File: config.mk
export PLATFORM = sky130hd
export DESIGN_NAME = reset_cause_and_startup_delay
export DESIGN_NICKNAME = d
export VERILOG_FILES = /design/src/reset_cause_pkg.sv /design/src/reset_cause_and_startup_delay.sv
export SDC_FILE = /design/constraint.sdc
export NUM_CORES = 1
export LEC_CHECK = 0
export ABC_AREA = 1
export BUFFER_PORTS_ARGS = -buffer_cell sky130_fd_sc_hd__buf_2
export CAP_MARGIN = 20
export CORE_MARGIN = 2
export CORE_UTILIZATION = 45
export DETAILED_ROUTE_END_ITERATION = 8
export PLACE_DENSITY_LB_ADDON = 0.25
export SETUP_SLACK_MARGIN = 0.1
export SYNTH_ARGS = -nofsm -noshare
export SYNTH_HDL_FRONTEND = slang
export SYNTH_SLANG_ARGS = --single-unit
File: constraint.sdc
create_clock -name clk -period 3.7 [get_ports clk]
set_input_delay 0.185 -clock clk [delete_from_list [all_inputs] [get_ports clk]]
set_output_delay 0.185 -clock clk [all_outputs]
set_load 0.03 [all_outputs]
File: src/reset_cause_pkg.sv
// constants and types for the reset cause and start-up delay block
package reset_cause_pkg;
  // register byte offsets
  localparam logic [4:0] OFS_CAUSE = 5'h00;
  localparam logic [4:0] OFS_CONFIG = 5'h04;
  localparam logic [4:0] OFS_CORESTAT = 5'h08;
  localparam logic [4:0] OFS_IRQSTAT = 5'h0c;
  localparam logic [4:0] OFS_IRQMASK = 5'h10;
  // field positions
  localparam int BIT_BROWNOUT = 0;
  localparam int BIT_POWERON = 1;
  localparam int BIT_TIMEOUT = 0;
  localparam int BIT_POWERDOWN = 1;
  localparam int EVT_POR = 0;
  localparam int EVT_BOR = 1;
  localparam int EVT_PIN = 2;
  localparam int EVT_WDT = 3;
  localparam int EVT_WAKE = 4;
  localparam int EVT_W = 5;
  localparam int PC_W = 13;
  // timing
  localparam int CLK_PERIOD_PS = 4000;
  localparam int POWERUP_DELAY_COUNTER_MS = 72;
  localparam int POWERUP_DELAY_COUNTER_CYCLES = POWERUP_DELAY_COUNTER_MS * 1000 * (1000000 / CLK_PERIOD_PS);
  localparam int CPU_START_US = 5;
  localparam int CPU_START_CYCLES = (CPU_START_US * 1000000 + CLK_PERIOD_PS - 1) / CLK_PERIOD_PS;
  localparam int OST_PERIODS = 1024;
  // fixed addresses
  localparam logic [PC_W-1:0] PC_RESET = 13'h0000;
  localparam logic [PC_W-1:0] PC_IRQ_VECTOR = 13'h0004;
  typedef enum logic [1:0] {
    OSC_CRYSTAL,
    OSC_RC,
    OSC_SECONDARY
  } osc_mode_t;
  typedef enum logic [1:0] {
    CLS_NONE,
    CLS_POWER,
    CLS_PINWDT,
    CLS_WAKE
  } reset_class_t;
  typedef struct packed {
    osc_mode_t oscMode;
    logic brownoutEnable;
    logic powerupDelayDisable;
  } cfg_t;
  localparam cfg_t CFG_RESET = '{oscMode: OSC_RC, brownoutEnable: 1'b1, powerupDelayDisable: 1'b1};
  typedef struct packed {
    logic load;
    reset_class_t cls;
    logic [PC_W-1:0] value;
    logic clearTopStatus;
  } pc_cmd_t;
endpackage

File: src/reset_cause_and_startup_delay.sv
// reset cause recording, start-up delay sequencing and avalon register slave
`timescale 1ns/1ps
`default_nettype none
module reset_cause_and_startup_delay #(
  parameter int POWERUP_DELAY_COUNTER_COUNT = reset_cause_pkg::POWERUP_DELAY_COUNTER_CYCLES
) (
  // clock and reset
  input wire logic clk,
  input wire logic srst,
  // reset and wake sources
  input wire logic porEvt,
  input wire logic borEvt,
  input wire logic externalResetPinN,
  input wire logic watchdogEvt,
  input wire logic irqWakeEvt,
  input wire logic [7:0] irqWakeSrc,
  input wire logic oscTick,
  // processor core
  input wire logic sleeping,
  input wire logic globalIrqEnable,
  input wire logic [reset_cause_pkg::PC_W-1:0] pcCurrent,
  output logic coreHold,
  output reset_cause_pkg::pc_cmd_t pcCmd,
  output logic [7:0] irqFlagSet,
  output logic timeoutFlag,
  output logic powerdownFlag,
  // avalon-mm slave
  input wire logic [4:0] address,
  input wire logic read,
  input wire logic write,
  input wire logic [31:0] writedata,
  input wire logic [3:0] byteenable,
  output logic [31:0] readdata,
  output logic waitrequest,
  // interrupt
  output logic irq
);
  import reset_cause_pkg::*;

  typedef enum logic [2:0] {
    S_RUN,
    S_PIN,
    S_POWERUP_DELAY_COUNTER,
    S_OST,
    S_CPU
  } seq_state_t;

  localparam int POWERUP_DELAY_COUNTER_W = $clog2(POWERUP_DELAY_COUNTER_COUNT + 1);
  localparam int OST_W = $clog2(OST_PERIODS + 1);
  localparam int CPU_W = $clog2(CPU_START_CYCLES + 1);

  seq_state_t state_r;
  cfg_t cfg_r;
  logic pinSync1_r, pinSync2_r, pinSync3_r;
  logic borFlag_r, porFlag_r;
  logic [POWERUP_DELAY_COUNTER_W-1:0] pwrtCnt_r;
  logic [OST_W-1:0] ostCnt_r;
  logic [CPU_W-1:0] cpuCnt_r;
  reset_class_t pendClass_r;
  logic [PC_W-1:0] pendPc_r;
  logic pendIrqWake_r;
  logic [7:0] pendSrc_r;
  logic [EVT_W-1:0] irqStat_r, irqMask_r;
  logic waitReq_r;
  logic [31:0] rdata_r;

  // event arbitration, power-on first
  logic evPor, evBor, evPin, evWdtRst, evWake, evWdtWake, evIrqWake;
  logic pinLow, needPwrt, needOst, cpuDone, busAck, wrAck;
  logic [EVT_W-1:0] evVec;

  assign pinLow = !pinSync2_r;
  assign evPor = porEvt;
  assign evBor = borEvt && cfg_r.brownoutEnable && !evPor;
  assign evPin = !pinSync2_r && pinSync3_r && !evPor && !evBor;
  assign evWdtRst = watchdogEvt && !sleeping && state_r == S_RUN && !evPor && !evBor && !evPin;
  assign evWdtWake = watchdogEvt && sleeping && state_r == S_RUN && !evPor && !evBor && !evPin;
  assign evIrqWake = irqWakeEvt && sleeping && state_r == S_RUN && !evPor && !evBor && !evPin && !watchdogEvt;
  assign evWake = evWdtWake || evIrqWake;
  assign evVec = {evWake, evWdtRst || evWdtWake, evPin, evBor, evPor};
  assign needPwrt = (evPor || evBor) && !cfg_r.powerupDelayDisable;
  assign needOst = cfg_r.oscMode == OSC_CRYSTAL;
  assign cpuDone = cpuCnt_r == '0;
  assign busAck = (read || write) && waitReq_r;
  assign wrAck = write && !waitReq_r;

  // pin synchroniser; the third stage only feeds the edge detector
  always_ff @(posedge clk) begin
    if (srst) begin
      pinSync1_r <= 1'b1;
      pinSync2_r <= 1'b1;
      pinSync3_r <= 1'b1;
    end else begin
      pinSync1_r <= externalResetPinN;
      pinSync2_r <= pinSync1_r;
      pinSync3_r <= pinSync2_r;
    end
  end

  // cause flags: srst stands for the power-on detector itself
  always_ff @(posedge clk) begin
    if (srst || evPor) begin
      porFlag_r <= 1'b0;
      borFlag_r <= 1'b0;
    end else begin
      if (wrAck && address == OFS_CAUSE && byteenable[0]) begin
        porFlag_r <= writedata[BIT_POWERON];
        borFlag_r <= writedata[BIT_BROWNOUT];
      end
      // hardware clear wins over a software write in the same cycle
      if (evBor) begin
        borFlag_r <= 1'b0;
      end
    end
  end

  // timeout and power-down status flags
  always_ff @(posedge clk) begin
    if (srst || evPor || evBor) begin
      timeoutFlag <= 1'b1;
      powerdownFlag <= 1'b1;
    end else if (evWdtRst) begin
      timeoutFlag <= 1'b0;
      powerdownFlag <= 1'b1;
    end else if (evWdtWake) begin
      timeoutFlag <= 1'b0;
      powerdownFlag <= 1'b0;
    end else if ((evPin && sleeping) || evIrqWake) begin
      timeoutFlag <= 1'b1;
      powerdownFlag <= 1'b0;
    end
  end

  // start-up sequencer
  always_ff @(posedge clk) begin
    if (srst) begin
      // power-on takes the delay path of the reset configuration
      if (!CFG_RESET.powerupDelayDisable) begin
        state_r <= S_POWERUP_DELAY_COUNTER;
      end else if (CFG_RESET.oscMode == OSC_CRYSTAL) begin
        state_r <= S_OST;
      end else begin
        state_r <= S_CPU;
      end
      pendClass_r <= CLS_POWER;
      pendPc_r <= PC_RESET;
      pendIrqWake_r <= 1'b0;
      pendSrc_r <= 8'h00;
    end else if (evPor || evBor || evWake) begin
      // reset re-entry restarts the oscillator and cpu timers; the power-up delay counter reloads only on power-on and brown-out
      pendClass_r <= evWake ? CLS_WAKE : CLS_POWER;
      pendIrqWake_r <= evIrqWake;
      pendSrc_r <= irqWakeSrc;
      if (evIrqWake && globalIrqEnable) begin
        pendPc_r <= PC_IRQ_VECTOR;
      end else if (evWake) begin
        pendPc_r <= PC_W'(pcCurrent + 1'b1);
      end else begin
        pendPc_r <= PC_RESET;
      end
      if (needPwrt) begin
        state_r <= S_POWERUP_DELAY_COUNTER;
      end else if (needOst) begin
        state_r <= S_OST;
      end else begin
        state_r <= S_CPU;
      end
    end else if (evPin || evWdtRst) begin
      pendClass_r <= CLS_PINWDT;
      pendPc_r <= PC_RESET;
      pendIrqWake_r <= 1'b0;
      state_r <= evPin ? S_PIN : S_CPU;
    end else begin
      case (state_r)
        S_PIN: begin
          if (!pinLow) begin
            state_r <= S_CPU;
          end
        end
        S_POWERUP_DELAY_COUNTER: begin
          if (pwrtCnt_r == '0) begin
            state_r <= needOst ? S_OST : S_CPU;
          end
        end
        S_OST: begin
          if (ostCnt_r == '0) begin
            state_r <= S_CPU;
          end
        end
        S_CPU: begin
          if (cpuDone) begin
            state_r <= S_RUN;
          end
        end
        default: begin
          state_r <= S_RUN;
        end
      endcase
    end
  end

  // power-up delay counter, loaded on entry
  always_ff @(posedge clk) begin
    if (srst || evPor || evBor) begin
      pwrtCnt_r <= POWERUP_DELAY_COUNTER_W'(POWERUP_DELAY_COUNTER_COUNT - 1);
    end else if (state_r == S_POWERUP_DELAY_COUNTER && pwrtCnt_r != '0) begin
      pwrtCnt_r <= pwrtCnt_r - 1'b1;
    end
  end

  // oscillator settle counter runs on oscillator period ticks
  always_ff @(posedge clk) begin
    if (srst || evPor || evBor || evWake) begin
      ostCnt_r <= OST_W'(OST_PERIODS);
    end else if (state_r == S_OST && oscTick && ostCnt_r != '0) begin
      ostCnt_r <= ostCnt_r - 1'b1;
    end
  end

  // cpu start delay counts from the event, in parallel with the timers
  always_ff @(posedge clk) begin
    if (srst || evPor || evBor || evWake) begin
      cpuCnt_r <= CPU_W'(CPU_START_CYCLES);
    end else if (!cpuDone) begin
      cpuCnt_r <= cpuCnt_r - 1'b1;
    end
  end

  // core handoff: hold, program counter load, wake flags
  always_ff @(posedge clk) begin
    if (srst) begin
      coreHold <= 1'b1;
      pcCmd <= '0;
      irqFlagSet <= 8'h00;
    end else begin
      coreHold <= state_r != S_RUN || evPor || evBor || evPin || evWdtRst || evWake;
      pcCmd.load <= 1'b0;
      irqFlagSet <= 8'h00;
      if (state_r == S_CPU && cpuDone && !(evPor || evBor || evPin || evWdtRst || evWake)) begin
        pcCmd.load <= 1'b1;
        pcCmd.cls <= pendClass_r;
        pcCmd.value <= pendPc_r;
        pcCmd.clearTopStatus <= pendClass_r != CLS_WAKE;
        if (pendIrqWake_r) begin
          irqFlagSet <= pendSrc_r;
        end
      end
    end
  end

  // avalon slave: one wait state, then a one-cycle acknowledge
  always_ff @(posedge clk) begin
    if (srst) begin
      waitReq_r <= 1'b1;
      rdata_r <= 32'h0000_0000;
    end else begin
      waitReq_r <= !busAck;
      if (busAck && read) begin
        if (address == OFS_CAUSE) begin
          rdata_r <= {30'h0, porFlag_r, borFlag_r};
        end else if (address == OFS_CONFIG) begin
          rdata_r <= {28'h0, cfg_r};
        end else if (address == OFS_CORESTAT) begin
          rdata_r <= {30'h0, powerdownFlag, timeoutFlag};
        end else if (address == OFS_IRQSTAT) begin
          rdata_r <= {27'h0, irqStat_r};
        end else if (address == OFS_IRQMASK) begin
          rdata_r <= {27'h0, irqMask_r};
        end else begin
          rdata_r <= 32'h0000_0000;
        end
      end
    end
  end
  assign waitrequest = waitReq_r;
  assign readdata = rdata_r;

  // configuration register
  always_ff @(posedge clk) begin
    if (srst) begin
      cfg_r <= CFG_RESET;
    end else if (wrAck && address == OFS_CONFIG && byteenable[0]) begin
      cfg_r <= writedata[3:0];
    end
  end

  // sticky event status, write one to clear; a new event wins
  always_ff @(posedge clk) begin
    if (srst) begin
      irqStat_r <= '0;
      irqMask_r <= '0;
      irq <= 1'b0;
    end else begin
      if (wrAck && address == OFS_IRQSTAT && byteenable[0]) begin
        irqStat_r <= (irqStat_r & ~writedata[EVT_W-1:0]) | evVec;
      end else begin
        irqStat_r <= irqStat_r | evVec;
      end
      if (wrAck && address == OFS_IRQMASK && byteenable[0]) begin
        irqMask_r <= writedata[EVT_W-1:0];
      end
      irq <= |(irqStat_r & irqMask_r);
    end
  end

  // age since the last event that owes the cpu delay; saturates so it cannot wrap
  logic [CPU_W:0] startAge_r;
  always_ff @(posedge clk) begin
    if (srst || evPor || evBor || evWake) begin
      startAge_r <= '0;
    end else if (startAge_r != '1) begin
      startAge_r <= startAge_r + 1'b1;
    end
  end
endmodule
`default_nettype wire

==> impl_metrics.yaml <==
timing:
  period_minus_slack_ns: 2.07
  whs_ns: 0.0163
  fmax_ghz: 0.482
  skew_ns: 0.00696
  rsz0062_at_grt: "false"
  setup-tns-final_ns: 0
  hold_violations: 0
  setup_violations: 0
  tightest_slew_ns: 0.612
  max_slew_margin_pct: 59.1
  maxSlewViolCount: 0
  fin_crit_sh_pct: 56.0
setup_path:
  r2r_cells: 11
  crit_path_frequent_cell: "nand3_1"
  cp_slowest_stage_delay_ns: 0.37
  critPathLaunchType: "flop"
  worst_setup_path_end_kind: "flop"
  cp_max_fo: 14
  crit_chain: "inv_1, ha_1, nand3_1, nor2_1, nand3_1, nand2_1, buf_4, nor2_1, inv_1, or2_2, nand3_1"
  critPathBufInv: 3
  arrival_ns: 2.43
  slowest_stage: "dfxtp_1"
  cp.required_ns: 4.06
  r2r_start: "pwrtCnt_r[0]"
  reg2reg_to: "pwrtCnt_r[5]"
  reg2reg_slack_ns: 1.63
  path_class: "reg2reg"
  crit_family: "simple AND/OR/NAND/NOR gates"
cts:
  cts_buffer_depth: 2
  path_clk_slew_ns: 0.06
  cts_tree: "done"
  clk_latency_ns: 0.42
  htreeDepth: 4
  cts.sinks: 128
  cts_setup_buffers: 0
  cts-buffers-inserted: 17
  cts_root_buf: "clkbuf_16"
grt:
  grt_start_max_net_pins: 31
  antenna_found_initial: 0
  grt_pass1_vias: 4996
  grt_pass1_wl_mm: 23.2
  overflow: 0
  grt_usage_pct: 19.7
cells_and_area:
  post-route-util_pct: 54.8
  syn2layout_area_growth_pct: 17.6
  drive_gt1_share_pct: 14.7
  nNetsFinal: 1047
  n_fill_cell: 1313
  antenna_cells: 0
synth:
  synth_top_cell_by_area: "dfxtp_1"
  ys_warn_count: 0
  synth_seq_area_share_pct: 41.2
  synth_area_um2: 6220
  avgSynthCellArea_um2: 7.03
  ys_types: 36
  synth-seq-cells: 128
  netlist_instances: 885
  synth.top_cell.area_share_pct: 41.2
  synth_area_leaders: "dfxtp_1 41%, nand2_1 12%, inv_1 6.7%"
routing:
  wl_per_cell_um: 11.7
  drtAntennaViolNets: 0
  vias_per_cell: 4.74
  dr.first_iter.drc_count: 327
  drc: 0
  num_vias: 5485
  drt-total-wl_mm: 13.5
  dr.pass1.iters: 5
placed_design:
  io_buffers: 78
  hpwl_mm: 9.65
  gp_congestion: 0.866
status:
  outcome: "finished clean"
worst_hold_path:
  hold_end: "irqMask_r[4]"
  hold_depth: 3
  min-delay-path-class: "in2reg"
  hp-start: "writedata[4]"
die:
  design.core.area_um2: 13300
  die_w_um: 122
  start_util_pct: 46.6
  die_y_um: 122
  dieArea_um2: 14800
  pin_count: 136
  num_rows: 42
power:
  power.total_mw: 3.33
  p_clk_share_pct: 51.7
  power_frac_seq_pct: 42.2
  power.density_nw_per_um2: 456
  p_sw_share_pct: 23.5
  vdd_ir_drop_max_mv: 0.374
  intPower_mw: 2.55
  p_sw_mw: 0.783
  comb_power_share_pct: 6.1
  leakage_nw: 3.29
job:
  drv_cap: 0
registers in the layout (all words and copies together) (netlist names), 2 cells and up:
signal and cells:
irqMask_r 5, irqStat_r 5, pendPc_r 13, cpuCnt_r 11, irqFlagSet 8, cfg_r 4, state_r 3, ostCnt_r 11
pcCmd 17, pwrtCnt_r 25, pendClass_r 2, readdata 5, pendSrc_r 8
routing by layer:
layer / routed length, um / vias up / global-route usage (%)
met1: 6480 / 2416 / 26.2
met5: 0 / - / 0
met4: 140 / 0 / 6.61
li1: - / 2960 / -
met3: 758 / 9 / 5.99
met2: 6160 / 100 / 30.4
stage by stage:
step,cells,area [um2],worst slack [ns]
detailed placement,1124,6690,1.63
finish,1156,7320,1.63
floorplan,911,6320,2.09
global placement,1123,6670,1.62
global route,1156,7320,1.41
CTS,1156,7320,1.61
area by class of cell:
cell class	instances	area (um2)	share of cell area, %
inverter	113	424	5.80
clock buffer	19	453	6.19
timing repair buffer	86	473	6.46
sequential	128	2560	35.0
multi-input combinational	622	3020	41.3
tap	176	220	3.01
clock inverter	12	159	2.17
cells in the mapped netlist:
cell type  instances
nand2_1          198
dfxtp_1          128
inv_1            111
nor2_1           109
a21oi_1           65
nand3_1           65
o21ai_0           50
buf_4             29
xor2_1            17
nor3_1            14
clkbuf_1          10
nand4_1           10
buf_2              8
nand3b_1           7
o211ai_1           7
or2_2              7
a31oi_1            6
ha_1               5
nor2_2             4
o22ai_1            4
xnor2_1            4
nand2_4            3
nand3_4            3
o21bai_1           3
inv_2              2
nand2_2            2
nand3_2            2
nor2_4             2
nor2_8             2
o221ai_1           2
a211oi_1           1
a21o_1             1
buf_6              1
conb_1             1
nor3_2             1
o21a_1             1
what timing repair did:
item,4_1_cts,5_1_grt
endpoints found under the hold margin,1,0
setup endpoints to repair,0,0
hold buffers,1,0
gates resized for setup,0,0
worst max-delay path by stage:
stage / startpoint / depth (start not counted) / end / slack [ns]
CTS: cfg_r[1] / 10 / irqFlagSet[7] / 1.61
global placement: cfg_r[1] / 10 / irqFlagSet[7] / 1.62
global route: pwrtCnt_r[10] / 11 / pwrtCnt_r[13] / 1.41
finish: pwrtCnt_r[0] / 11 / pwrtCnt_r[5] / 1.63
detailed placement: cfg_r[1] / 10 / irqFlagSet[1] / 1.63
floorplan: ostCnt_r[0] / 9 / ostCnt_r[1] / 2.09
logic make-up after synthesis:
logic type                 after synthesis  synth area share [%]
AOI/OAI and AO/OA                      140                  12.1
xor gates and xnor gates                21                  2.96
adders and majority gates                5                  1.01
buffers and inverters                  161                  11.7
DFF                                    128                  41.2
other                                    1                0.0603
and+or+nand+nor                        429                  30.9
worst register-to-register path: cells and delay by family (launching register included):
| kind | cells | cell delay (ns) |
|---|---|---|
| DFF | 1 | 0.37 |
| buffers and inverters | 3 | 0.47 |
| and+or+nand+nor | 7 | 0.96 |
| adders and majority gates | 1 | 0.21 |
power by group through the flow:
| stage | Combinational, mW | Sequential, mW | Clock [mW] |
|---|---|---|---|
| after floorplan | 0.158 | 1.44 | 0 |
| after global placement | 0.198 | 1.44 | 0 |
| after detailed placement | 0.202 | 1.44 | 0 |
| after CTS | 0.203 | 1.41 | 1.75 |
| after global routing | 0.228 | 1.41 | 1.82 |
| final | 0.203 | 1.41 | 1.72 |
layout by cell type (no fill, tap or decap), types with 6 or more instances in the layout:
| master | netlist | layout |
|---|---|---|
| nand2_1 | 198 | 198 |
| dfxtp_1 | 128 | 128 |
| inv_1 | 111 | 111 |
| nor2_1 | 109 | 109 |
| buf_2 | 8 | 78 |
| a21oi_1 | 65 | 65 |
| nand3_1 | 65 | 65 |
| o21ai_0 | 50 | 50 |
| conb_1 | 1 | 27 |
| xor2_1 | 17 | 17 |
| clkbuf_16 | 0 | 17 |
| nor3_1 | 14 | 14 |
| nand4_1 | 10 | 10 |
| nand3b_1 | 7 | 7 |
| or2_2 | 7 | 7 |
| o211ai_1 | 7 | 7 |
| a31oi_1 | 6 | 6 |
| buf_4 | 29 | 6 |
Power figures use the tool's default switching activity.
